===== config.mk =====
export PLATFORM = sky130hd
export DESIGN_NAME = ivt_regs
export DESIGN_NICKNAME = d
export VERILOG_FILES = /design/src/hw/ivt_pkg.sv /design/src/hw/ivt_regs.sv
export SDC_FILE = /design/constraint.sdc
export NUM_CORES = 1
export LEC_CHECK = 0
export ABC_AREA = 1
export BUFFER_PORTS_ARGS = -buffer_cell sky130_fd_sc_hd__buf_2
export CORE_MARGIN = 1
export CORE_UTILIZATION = 63
export DETAILED_ROUTE_END_ITERATION = 12
export PLACE_DENSITY = 0.93
export SYNTH_ARGS = -nofsm -noshare
export SYNTH_HDL_FRONTEND = slang
export SYNTH_SLANG_ARGS = --single-unit

===== constraint.sdc =====
create_clock -name core_clk -period 2.85 [get_ports core_clk]
set_input_delay 0.4275 -clock core_clk [delete_from_list [all_inputs] [get_ports core_clk]]
set_output_delay 0.4275 -clock core_clk [all_outputs]
set_load 0.02 [all_outputs]

===== src/hw/ivt_pkg.sv =====
// constants for the input voltage threshold register bank
//==========================================================
// Overview of operation
// - unused upper bits ignore writes, read zero
// - over-voltage fault limit is bits 6:0
// - over-voltage warning limit is bits 6:0
// - under-voltage warning limit is bits 6:0
// - resolution 500, 250 or 125 mV per step
// - power-good rise threshold, 10 bits, 62.5 mV
// - separate falling threshold gives power-good hysteresis
package ivt_pkg;
   // command codes of the threshold registers
   localparam logic [7:0] IVT_CMD_OV_FAULT = 8'h55;
   localparam logic [7:0] IVT_CMD_OV_WARN = 8'h57;
   localparam logic [7:0] IVT_CMD_UV_WARN = 8'h58;
   localparam logic [7:0] IVT_CMD_GOOD_RISE = 8'h5E;
   localparam logic [7:0] IVT_CMD_GOOD_FALL = 8'h5F;
   // field widths: 7-bit voltage limits, 10-bit power-good levels
   localparam int IVT_LIM_W = 7;
   localparam int IVT_PG_W = 10;
   // samples and thresholds are counted in 62.5 mV units
   localparam int IVT_SMP_W = 11;
   // resolution shifts: 125 mV = 2 units, 250 mV = 4, 500 mV = 8
   localparam logic [1:0] IVT_SHIFT_125MV = 2'h1;
   localparam logic [1:0] IVT_SHIFT_250MV = 2'h2;
   localparam logic [1:0] IVT_SHIFT_500MV = 2'h3;
   // reset values, plain defaults
   localparam logic [6:0] IVT_RST_OV_FAULT = 7'h7F;
   localparam logic [6:0] IVT_RST_OV_WARN = 7'h7F;
   localparam logic [6:0] IVT_RST_UV_WARN = 7'h00;
   localparam logic [9:0] IVT_RST_GOOD_RISE = 10'h000;
   localparam logic [9:0] IVT_RST_GOOD_FALL = 10'h000;
endpackage : ivt_pkg


===== src/hw/ivt_regs.sv =====
// input voltage threshold registers with limit comparators and power-good
`timescale 1ns/1ps
module ivt_regs
   import ivt_pkg::*;
(
   input wire logic core_clk, // 200 MHz
   input wire logic rst_b, // asynchronous, active low
   input wire logic cmd_valid, // pulse: new command code, restarts byte pairing
   input wire logic [7:0] cmd_code, // command code of the transaction
   input wire logic wr_byte_valid, // pulse: one written data byte
   input wire logic [7:0] wr_byte, // written data byte
   input wire logic rd_req, // pulse: word read of the current command
   input wire logic fine_res_sel, // selection bit from the config register at C4h
   input wire logic mid_res_sel, // selection bit from the config register at E7h
   input wire logic sample_valid, // pulse: new conversion results
   input wire logic [10:0] vin_sample, // input voltage, 62.5 mV units
   input wire logic [10:0] vout_sample, // monitored output voltage, 62.5 mV units
   output logic [15:0] rd_data, // read word, low byte sent first by the engine
   output logic rd_valid, // pulse: rd_data valid
   output logic input_overvoltage_fault, // level
   output logic input_overvoltage_warning, // level
   output logic input_low_voltage_warning, // level
   output logic output_good_indication // level
);
   //==========================================================
   // register state
   logic [7:0] cmd_reg, cmd_next; // latched command code
   logic [7:0] lo_reg, lo_next; // low byte waiting for its partner
   logic lo_pend_reg, lo_pend_next; // low byte already received
   logic [6:0] ovf_reg, ovf_next; // over-voltage fault limit field
   logic [6:0] ovw_reg, ovw_next; // over-voltage warning limit field
   logic [6:0] uvw_reg, uvw_next; // under-voltage warning limit field
   logic [9:0] rise_reg, rise_next; // power-good rising level
   logic [9:0] fall_reg, fall_next; // power-good falling level
   logic [15:0] rd_data_reg, rd_data_next;
   logic rd_valid_reg, rd_valid_next;
   logic [15:0] word_in; // assembled write word

   // byte pairing and register writes
   always_comb begin
      cmd_next = cmd_reg;
      lo_next = lo_reg;
      lo_pend_next = lo_pend_reg;
      ovf_next = ovf_reg;
      ovw_next = ovw_reg;
      uvw_next = uvw_reg;
      rise_next = rise_reg;
      fall_next = fall_reg;
      word_in = {wr_byte, lo_reg};
      if (cmd_valid) begin
         // a new command drops any half word left over
         cmd_next = cmd_code;
         lo_pend_next = 1'b0;
      end else if (wr_byte_valid && !lo_pend_reg) begin
         lo_next = wr_byte;
         lo_pend_next = 1'b1;
      end else if (wr_byte_valid) begin
         // high byte completes the word; upper bits are simply not stored
         lo_pend_next = 1'b0;
         case (cmd_reg)
            IVT_CMD_OV_FAULT: ovf_next = word_in[6:0];
            IVT_CMD_OV_WARN: ovw_next = word_in[6:0];
            IVT_CMD_UV_WARN: uvw_next = word_in[6:0];
            IVT_CMD_GOOD_RISE: rise_next = word_in[9:0];
            IVT_CMD_GOOD_FALL: fall_next = word_in[9:0];
            default: ; // unknown codes are ignored
         endcase
      end
   end

   // read mux: unused bits return zero, unknown codes return zero
   always_comb begin
      rd_valid_next = rd_req;
      rd_data_next = rd_data_reg;
      if (rd_req) begin
         case (cmd_reg)
            IVT_CMD_OV_FAULT: rd_data_next = {9'h000, ovf_reg};
            IVT_CMD_OV_WARN: rd_data_next = {9'h000, ovw_reg};
            IVT_CMD_UV_WARN: rd_data_next = {9'h000, uvw_reg};
            IVT_CMD_GOOD_RISE: rd_data_next = {6'h00, rise_reg};
            IVT_CMD_GOOD_FALL: rd_data_next = {6'h00, fall_reg};
            default: rd_data_next = 16'h0000;
         endcase
      end
   end

   always_ff @(posedge core_clk or negedge rst_b) begin
      if (!rst_b) begin
         cmd_reg <= 8'h00;
         lo_reg <= 8'h00;
         lo_pend_reg <= 1'b0;
         ovf_reg <= IVT_RST_OV_FAULT;
         ovw_reg <= IVT_RST_OV_WARN;
         uvw_reg <= IVT_RST_UV_WARN;
         rise_reg <= IVT_RST_GOOD_RISE;
         fall_reg <= IVT_RST_GOOD_FALL;
         rd_data_reg <= 16'h0000;
         rd_valid_reg <= 1'b0;
      end else begin
         cmd_reg <= cmd_next;
         lo_reg <= lo_next;
         lo_pend_reg <= lo_pend_next;
         ovf_reg <= ovf_next;
         ovw_reg <= ovw_next;
         uvw_reg <= uvw_next;
         rise_reg <= rise_next;
         fall_reg <= fall_next;
         rd_data_reg <= rd_data_next;
         rd_valid_reg <= rd_valid_next;
      end
   end

   //==========================================================
   // threshold scaling and comparators
   logic [1:0] shift; // resolution as a shift in 62.5 mV units
   logic [10:0] ovf_thr, ovw_thr, uvw_thr; // scaled thresholds
   logic ovf_flag_reg, ovf_flag_next; // over-voltage fault flag
   logic ovw_flag_reg, ovw_flag_next;
   logic uvw_flag_reg, uvw_flag_next;
   logic pg_reg, pg_next;

   // resolution select; the fine bit overrides the other
   always_comb begin
      if (fine_res_sel) begin
         shift = IVT_SHIFT_125MV;
      end else if (mid_res_sel) begin
         shift = IVT_SHIFT_250MV;
      end else begin
         shift = IVT_SHIFT_500MV;
      end
      ovf_thr = {4'h0, ovf_reg} << shift;
      ovw_thr = {4'h0, ovw_reg} << shift;
      uvw_thr = {4'h0, uvw_reg} << shift;
   end

   // flags only move on a fresh sample; limit edits take effect next sample
   always_comb begin
      ovf_flag_next = ovf_flag_reg;
      ovw_flag_next = ovw_flag_reg;
      uvw_flag_next = uvw_flag_reg;
      pg_next = pg_reg;
      if (sample_valid) begin
         ovf_flag_next = vin_sample > ovf_thr;
         ovw_flag_next = vin_sample > ovw_thr;
         uvw_flag_next = vin_sample < uvw_thr;
         // between the two levels the indication keeps its state
         if (!pg_reg && vout_sample >= {1'b0, rise_reg}) begin
            pg_next = 1'b1;
         end else if (pg_reg && vout_sample <= {1'b0, fall_reg}) begin
            pg_next = 1'b0;
         end
      end
   end

   always_ff @(posedge core_clk or negedge rst_b) begin
      if (!rst_b) begin
         ovf_flag_reg <= 1'b0;
         ovw_flag_reg <= 1'b0;
         uvw_flag_reg <= 1'b0;
         pg_reg <= 1'b0;
      end else begin
         ovf_flag_reg <= ovf_flag_next;
         ovw_flag_reg <= ovw_flag_next;
         uvw_flag_reg <= uvw_flag_next;
         pg_reg <= pg_next;
      end
   end

   assign rd_data = rd_data_reg;
   assign rd_valid = rd_valid_reg;
   assign input_overvoltage_fault = ovf_flag_reg;
   assign input_overvoltage_warning = ovw_flag_reg;
   assign input_low_voltage_warning = uvw_flag_reg;
   assign output_good_indication = pg_reg;
endmodule : ivt_regs


==> results.cfg, run 1 <==
[synthesis]
syn_area_sq_um = 4994
yosysUniqueCellTypes = 36
yosysTopAreaCell = dfrtp_1
synth_mux_area_frac = 0
postSynthAreaPerCell_sq_um = 7.659
synthFlopType = dfrtp_1
yosysSeqAreaShare = 0.3693
synth_xor_area_frac = 0
ys_seq_elements = 73
synthArstFlopShare = 1.000
yosysTopAreaCellShare = 0.2957
synthSimpleGateAreaFrac = 0.2518
ys_top_cells_by_area = dfrtp_1, ha_1, nand2_1
synth_edf_count = 0
synth_cells = 652
ys_warn_count = 0
synth_compound_area_frac = 0.1513
synth_top_family_by_area = simple AND/OR/NAND/NOR gates
synth_fa_ha_area_frac = 0.1228

[layout]
fin_cells = 814
n_fill_cell = 596
diodes = 0
area_growth_pct = 10.25
drive_gt1_frac = 0.2079
layout.nets = 802
fin_area_sq_um = 5505

[critical_path]
critPathBufInv = 2
path_max_fanout = 4
cp_cell_sequence = inv_1, o21ai_0, o21ai_0, ha_1, nand2_1, nor2_1, nand2_1, o31ai_1, inv_1, nand2_1, nand2_1
cp-start-kind = register
path_delay_family = compound AO/OA/AOI/OAI gates
ff2ff_setup_slack_ns = 0.78
arrival_ns = 2.32
max_stage_delay_ns = 0.58
r2r_cells = 11
crit_start = ovw_reg[1]
cp_slowest_cell = dfstp_2
critPathKind = register to register
r2r_start = ovw_reg[1]
required_ns = 3.10
cpMostUsedCell = nand2_1
worst_r2r_endpoint = input_overvoltage_warning
endpoint_kind = register

[power_and_ir_drop]
peakVddDrop_v = 0.0002939
swShare = 0.3166
clkPwrFrac = 0.346
p_leak_nw = 2.692
p_int_w = 0.001649
combPwrFrac = 0.184
p_switching_w = 0.0007639
p_seq_frac = 0.471
cellPowerDensity_nw_per_um2 = 438.3

[timing]
slew_headroom = 0.4844
worst_pin_slew_ns = 0.7735
finalCriticalPeriod_ns = 2.072
fin_tns_setup_ns = 0
holdWs_ns = 0.1326
fin_crit_sh = 0.7271
slew_violations = 0
setup_viol = 0
hold_violations = 0
fmax_ghz = 0.4826
finClkSkew_ns = 0.01080
rsz0062_at_grt = no

[floorplanning]
die-area_sq_um = 8286
die_width_um = 91.03
core_sq_um = 7687
die_h_um = 91.03
start_util = 0.6496
pin_count = 67
num_rows = 32

[drt]
viasPerCell = 5.689
wl_um = 12270
route.detailed.drc = 0
post_drt_wl_per_cell_um = 15.07
final_antenna_net_count = 0
via_count = 4631
drt_iter0_drc = 434
dr.pass1.iters = 5

[global_routing]
antenna_found_initial = 0
grt_pass1_wl_um = 20150
overflow = 0
first_global_vias = 4327
grt_max_degree = 40
grt_usage = 0.3103

[job]
cap_violations = 0

[outcome]
status = completed

[placement]
dp_hpwl_um = 9421
port_buffers = 60
gp_congestion = 0.9330
placed_cell_area_sq_um = 5305
placed_cells = 798

[clock_tree]
ctsLongestPathBuffers = 2
cts-resized-gates = 0
cts-hold-fix-buffers = 0
cts_max_level = 3
cts-root-buf = clkbuf_8
cts_sinks = 73
cts_tree = yes
cts_post_setup_buffers_inserted = 0
cts_buffers = 9
clk_pin_slew_ns = 0.08
clk_latency_ns = 0.36

[min_path]
hp-class = input pin to asynchronous set/reset pin
[worst max path at each step]
| stage | end | depth (start not counted) | slack, ns |
|---|---|---|---|
| global route | input_overvoltage_warning | 12 | 0.60 |
| CTS | input_overvoltage_warning | 11 | 0.82 |
| detailed placement | input_overvoltage_warning | 12 | 0.46 |
| global placement | input_overvoltage_warning | 13 | 0.57 |
| floorplan | input_overvoltage_warning | 13 | 0.77 |
| finish | input_overvoltage_warning | 11 | 0.78 |
[through the flow]
step	utilization	total power, W	worst slack, ns
final	0.7161	0.002413	0.7777
after detailed placement	0.6901	0.001589	0.4643
after CTS	0.7161	0.002415	0.8169
after floorplan	-	0.001427	0.7696
after global placement	0.6901	0.001560	0.5689
after global routing	0.7161	0.002525	0.5967
[power by group through the flow]
stage | Sequential (W) | Combinational, W | Clock (W)
6_report | 0.00114 | 0.000443 | 0.000834
5_1_grt | 0.00114 | 0.000499 | 0.000885
4_1_cts | 0.00113 | 0.000441 | 0.000840
3_5_place_dp | 0.00115 | 0.000436 | 0
3_3_place_gp | 0.00115 | 0.000412 | 0
2_1_floorplan | 0.00116 | 0.000268 | 0
[Yosys cell counts, types with 2 or more instances]
library cell  instances
nand2_1             155
clkbuf_1             10
nand2_2               8
nor2_2                2
dfrtp_1              59
ha_1                 49
nor2_1               56
nor3_4                3
o21ai_2              22
dfstp_2              14
nor3_2                2
nor2_4                2
nand3_1              39
a21oi_1              27
nor3_1                3
o21ai_1              19
a21o_1                3
o22ai_1              12
inv_2                14
buf_4                 7
nand4_1               8
buf_6                 7
nand3b_1              2
inv_1                77
o21ai_0              41
[logic make-up (layout without fill, tap and decap cells)]
family                     count (synthesis)  after routing
AOI/OAI and AO/OA                        128            128
adders and majority gates                 49             49
buffers and inverters                    117            170
DFF                                       73             73
other                                      1              8
and+or+nand+nor                          284            284
[worst register-to-register path, stage by stage (launching register included)]
cell     delay (ns)
dfstp_2        0.58
inv_1          0.06
o21ai_0        0.27
o21ai_0        0.13
ha_1           0.29
nand2_1        0.04
nor2_1         0.13
nand2_1        0.07
o31ai_1        0.23
inv_1          0.06
nand2_1        0.06
nand2_1        0.04
[cell usage in the layout, fill, tap and decap left out, drive strengths merged]
| master | instances |
|---|---|
| dfrtp | 59 |
| ha | 49 |
| buf | 63 |
| nor3b | 1 |
| inv | 94 |
| nand3 | 40 |
| nor2 | 60 |
| o21ai | 82 |
| dfstp | 14 |
| o21bai | 1 |
| nand3b | 2 |
| clkinv | 2 |
| bufinv | 1 |
| clkbuf | 9 |
| nand4 | 9 |
| or2 | 1 |
| o22ai | 12 |
| conb | 8 |
| o21a | 1 |
| a21o | 3 |
| clkinvlp | 1 |
| nor3 | 8 |
| o31ai | 1 |
| o211ai | 1 |
| a21oi | 27 |
| nand2 | 163 |
[layout make-up]
type                            count  area, sq um  share of cell area
Clock buffer                        9        123.9             0.02250
Clock inverter                      7        76.32             0.01386
Inverter                           91        341.6             0.06205
Multi-Input combinational cell    469         2656              0.4825
Sequential cell                    73         1844              0.3350
Tap cell                          102        127.6             0.02318
Timing Repair Buffer               63        335.3             0.06091
[metal layers]
layer,vias to the layer above,wire length [um],track usage
li1,2237,-,-
met1,2129,5160,0.3880
met2,218,5701,0.5126
met3,47,886,0.06449
met4,0,521,0.1495
met5,-,0,0
Power figures use the tool's default switching activity.
==> inputs of run 2 (changes only) <==
--- a/config.mk
+++ b/config.mk
@@ -5,12 +5,12 @@
 export SDC_FILE = /design/constraint.sdc
 export NUM_CORES = 1
 export LEC_CHECK = 0
-export ABC_AREA = 1
+export ABC_AREA = 0
 export BUFFER_PORTS_ARGS = -buffer_cell sky130_fd_sc_hd__buf_2
 export CORE_MARGIN = 1
-export CORE_UTILIZATION = 63
+export CORE_UTILIZATION = 58
 export DETAILED_ROUTE_END_ITERATION = 12
-export PLACE_DENSITY = 0.93
+export PLACE_DENSITY = 0.88
 export SYNTH_ARGS = -nofsm -noshare
 export SYNTH_HDL_FRONTEND = slang
 export SYNTH_SLANG_ARGS = --single-unit
==> constraint.sdc (replaced) <==
create_clock -name core_clk -period 2.1 [get_ports core_clk]
set_input_delay 0.315 -clock core_clk [delete_from_list [all_inputs] [get_ports core_clk]]
set_output_delay 0.315 -clock core_clk [all_outputs]
set_load 0.02 [all_outputs]
==> results.cfg, run 2 <==
[global_routing]
overflow = 0
gr-max-usage-layer = met2
first_global_vias = 3997
grt_usage = 0.2914
grt_util_met3 = 0.05721
grt_max_degree = 39
met2_usage = 0.4882
antenna_found_initial = 0
grt_pass1_wl_um = 19200
grt_util_met1 = 0.3637

[synthesis]
netlist_top_cells_count = dfrtp_1, ha_1, mux2_2
yosysUniqueCellTypes = 44
ys_seq_elements = 73
synth_cells = 456
syn_area_sq_um = 4707
yosysSeqAreaShare = 0.3918
ys_warn_count = 0
synth_edf_count = 0
yosysTopAreaCell = dfrtp_1
ys_top_cells_by_area = dfrtp_1, ha_1, mux2_2
synthArstFlopShare = 1.000
synthFlopType = dfrtp_1
postSynthAreaPerCell_sq_um = 10.32
yosys.cell_count.top_type = dfrtp_1
yosysTopAreaCellShare = 0.3137

[clock_tree]
cts_tree = yes
cts_sinks = 73
clk_pin_slew_ns = 0.08
cts_buffers = 9
clk_latency_ns = 0.35
cts-root-buf = clkbuf_8
cts_max_level = 3
ctsLongestPathBuffers = 2

[floorplanning]
die_width_um = 92.09
die-area_sq_um = 8480
start_util = 0.6029
core_sq_um = 7807
pin_count = 67
die_h_um = 92.09
num_rows = 32

[drt]
post_drt_wl_per_cell_um = 18.40
drt_iter0_drc = 247
via_count = 3922
viasPerCell = 6.100
final_antenna_net_count = 0
route.detailed.drc = 0
wl_um = 11830
dr.pass1.iters = 6

[placement]
place_ws_ns = -0.3194
dp_hpwl_um = 8851
gp_congestion = 0.9150
placed_cells = 622
port_buffers = 60

[timing]
fmax_ghz = 0.4716
setup_viol = 1
fin_ws_ns = -0.02030
fin_crit_sh = 1.010
holdWs_ns = 0.1938
slew_headroom = 0.5921
finalCriticalPeriod_ns = 2.120
slew_violations = 0
finClkSkew_ns = 0.01032
worst_pin_slew_ns = 0.6118
hold_violations = 0
rsz0062_at_grt = yes

[job]
cap_violations = 0

[critical_path]
max_stage_delay_ns = 0.55
path_max_fanout = 2
cp_cell_sequence = mux2i_1, or2_2, ha_1, a21o_1, a211oi_2, nor3_1, a21oi_1, o41ai_2
endpoint_kind = register
arrival_ns = 2.34
critPathKind = register to register
required_ns = 2.32
cp_slowest_cell = dfstp_2
cp-start-kind = register

[layout]
n_fill_cell = 534
drive_gt1_frac = 0.3364
layout.cells.most_common = buf_2
fin_cells = 643
layout.nets = 631
area_growth_pct = 16.83
diodes = 0
post-route-util = 0.7043
layout_common_cells = buf_2, dfrtp_1, mux2_2, ha_1, inv_1

[min_path]
hp-class = input pin to register

[power_and_ir_drop]
peakVddDrop_v = 0.0006574
cellPowerDensity_nw_per_um2 = 599.3
p_leak_nw = 2.571

[outcome]
status = finished, violations left
violations = negative setup slack
run 2: repair_timing:
item | 4_1_cts | 5_1_grt
gates resized for setup | 2 | 8
buffers inserted | 0 | 4
endpoints found under the setup margin | 2 | 2
hold buffers | 1 | 0
pin swaps | 0 | 7
hold endpoints to repair | 10 | 0
run 2: stage by stage:
stage | setup TNS [ns] | total power, W | instance area [sq um]
detailed placement | -0.8367 | 0.002138 | 5205
global route | -0.1139 | 0.003436 | 5499
floorplan | 0 | 0.001914 | 4737
global placement | -0.5729 | 0.002100 | 5205
finish | -0.02030 | 0.003295 | 5499
CTS | 0 | 0.003289 | 5429
run 2: layer usage:
layer,share of wire,routed length (um),vias to the layer above
li1,-,-,1804
met1,0.41,4857,1901
met2,0.49,5821,182
met3,0.060,711,35
met4,0.037,440,0
met5,0,0,-
run 2: where the power goes:
group / internal, W / switching, W / leakage, nW
clock network: 0.000620 / 0.000531 / 0.106
logic: 0.000248 / 0.000302 / 1.59
registers: 0.00149 / 0.000109 / 0.874
run 2: kinds of logic (layout without fill, tap and decap cells):
family | Yosys count | after routing | share of synthesized area
and+or+nand+nor | 97 | 97 | 0.1143
muxes | 70 | 70 | 0.1619
adders and majority gates | 49 | 49 | 0.1303
buffers and inverters | 59 | 137 | 0.05741
AOI/OAI and AO/OA | 106 | 106 | 0.1417
other | 1 | 8 | 0.0007967
DFF | 73 | 73 | 0.3918
xor gates and xnor gates | 1 | 1 | 0.001861
run 2: area by class of cell:
cell class	count	area (sq um)	area share
clock inverter	5	60.06	0.01092
inverter	35	131.4	0.02389
multi-input combinational	331	2661	0.4840
timing repair buffer	86	523.0	0.09511
tap	102	127.6	0.02321
sequential	73	1844	0.3354
clock buffer	11	151.4	0.02753
run 2: worst max-delay path, delay by kind of cell (launching register included):
kind / cells / cell delay (ns)
AO/OA/AOI/OAI: 4 / 0.69
flip-flops: 1 / 0.55
AND/OR/NAND/NOR: 2 / 0.38
adder cells (fa/ha/maj): 1 / 0.30
multiplexers: 1 / 0.08
run 2: path summary, 6_finish.rpt:
kind	end	from	slack, ns	depth (start not counted)
setup / recovery	input_overvoltage_warning	ovw_reg[6]	-0.02	8
hold / removal	lo_reg[5]	wr_byte[5]	0.19	2
setup reg to reg	input_overvoltage_warning	ovw_reg[6]	-0.02	8
hold reg to reg	cmd_reg[6]	cmd_reg[6]	0.51	1
max in group asynchronous	rise_reg[4]	rst_b	0.98	3
min in group asynchronous	lo_reg[6]	rst_b	0.51	2
==> inputs of run 3 (changes only) <==
--- a/config.mk
+++ b/config.mk
@@ -6,7 +6,7 @@
 export NUM_CORES = 1
 export LEC_CHECK = 0
 export ABC_AREA = 0
-export BUFFER_PORTS_ARGS = -buffer_cell sky130_fd_sc_hd__buf_2
+export BUFFER_PORTS_ARGS = -buffer_cell sky130_fd_sc_hd__buf_4
 export CORE_MARGIN = 1
 export CORE_UTILIZATION = 58
 export DETAILED_ROUTE_END_ITERATION = 12
==> results.cfg, run 3 (synthesis results as in run 2) <==
[timing]
rsz0062_at_grt = yes
slew_violations = 0
fmax_ghz = 0.5053
slew_headroom = 0.6643
setup_viol = 0
worst_pin_slew_ns = 0.5035
finalCriticalPeriod_ns = 1.979
finClkSkew_ns = 0.008486
fin_crit_sh = 0.9424
hold_violations = 0

[critical_path]
critPathKind = register to register
crit_start = ovf_reg[6]
required_ns = 2.33
max_stage_delay_ns = 0.56
path_max_fanout = 2
arrival_ns = 2.21
cp-start-kind = register
cp_slowest_cell = dfstp_2
endpoint_kind = register
cp_cell_sequence = mux2i_1, or2_2, ha_4, nand4b_1, nor3_2, nor3_1, a21oi_1, o41ai_1
r2r_start = ovf_reg[6]

[layout]
n_fill_cell = 572
area_growth_pct = 19.46
diodes = 0
seq_area_sq_um = 1844
layout.cells.most_common = buf_4
multi_input_area_sq_um = 2679
layout.nets = 628
drive_gt1_frac = 0.3327
layout_common_cells = buf_4, dfrtp_1, mux2_2
fin_area_sq_um = 5623

[floorplanning]
num_rows = 32
core_sq_um = 7807
pin_count = 67
die_width_um = 92.09
die_h_um = 92.09
die-area_sq_um = 8480
start_util = 0.6029

[placement]
port_buffers = 60
placed_cell_area_sq_um = 5328
gp_congestion = 0.9088
dp_hpwl_um = 8881

[power_and_ir_drop]
swShare = 0.2890
combPwrFrac = 0.176
p_switching_w = 0.0009535
peakVddDrop_v = 0.0005739
cellPowerDensity_nw_per_um2 = 586.8
p_int_w = 0.002346
clkPwrFrac = 0.340
p_leak_nw = 2.588
p_total_w = 0.003299
p_seq_frac = 0.483

[drt]
via_count = 3854
post_drt_wl_per_cell_um = 18.31
dr.pass1.iters = 5
final_antenna_net_count = 0
viasPerCell = 6.022
wl_um = 11720
route.detailed.drc = 0
drt_iter0_drc = 242

[clock_tree]
cts-root-buf = clkbuf_8
cts_buffers = 9
clk_latency_ns = 0.35
ctsLongestPathBuffers = 2
cts_tree = yes
cts_max_level = 3
cts_sinks = 73
clk_pin_slew_ns = 0.08

[global_routing]
grt_max_degree = 38
grt_pass1_wl_um = 18350
first_global_vias = 3861
antenna_found_initial = 0
overflow = 0
grt_usage = 0.2819

[min_path]
hp-class = input pin to register
worstHoldStart = rd_req

[outcome]
status = completed

[job]
cap_violations = 0
-- run 3: worst paths after layout --
kind | slack, ns | cells after the start | to
max in group asynchronous | 0.99 | 3 | ovw_reg[4]
min in group asynchronous | 0.48 | 2 | input_low_voltage_warning
worst min register to register | 0.52 | 1 | cmd_reg[5]
worst max-delay path | 0.12 | 8 | input_overvoltage_fault
worst min-delay path | 0.19 | 1 | rd_valid
worst max register to register | 0.12 | 8 | input_overvoltage_fault
-- run 3: power groups by stage --
| stage | sequential, W | combinational (W) | clock [W] |
|---|---|---|---|
| 2_1_floorplan | 0.00159 | 0.000324 | 0 |
| 3_3_place_gp | 0.00161 | 0.000523 | 0 |
| 3_5_place_dp | 0.00162 | 0.000559 | 0 |
| 4_1_cts | 0.00159 | 0.000565 | 0.00114 |
| 5_1_grt | 0.00160 | 0.000633 | 0.00119 |
| 6_report | 0.00159 | 0.000581 | 0.00112 |
-- run 3: cell type report --
type                       count  area share
clock inverter                 6     0.01157
inverter                      35     0.02336
tap                          102     0.02270
sequential                    73      0.3280
clock buffer                  10     0.02448
timing repair buffer          83      0.1135
multi-input combinational    331      0.4764
-- run 3: critical path: cells and delay by family, from the launching register on --
family | cells | cell delay, ns
mux | 1 | 0.08
flops | 1 | 0.56
simple gates | 4 | 0.74
compound gates | 2 | 0.21
fa+ha+maj | 1 | 0.27
-- run 3: what timing repair did --
action                                  CTS  global route
gates resized for setup                   2            11
hold endpoints to repair                 36             0
pin swaps                                 0             7
hold buffers                              1             0
endpoints found under the setup margin    2             2
setup buffers                             1             2
-- run 3: stage by stage --
stage,std cells,setup WS [ns],util,hold slack [ns],setup TNS [ns]
after CTS,638,0.009355,0.7114,0.1735,0
after floorplan,463,0.03928,-,0.01941,0
after global routing,640,-0.01059,0.7202,0.1682,-0.01059
after detailed placement,620,-0.1708,0.6824,0.3147,-0.3556
final,640,0.1210,0.7202,0.1902,0
after global placement,620,0.004158,0.6824,0.3082,0
-- run 3: per-layer routing --
layer,up-vias,GRT usage,wire length (um)
li1,1796,-,-
met1,1891,0.3580,4991
met2,139,0.4845,5830
met3,28,0.05307,606
met4,0,0.09115,287
met5,-,0,0
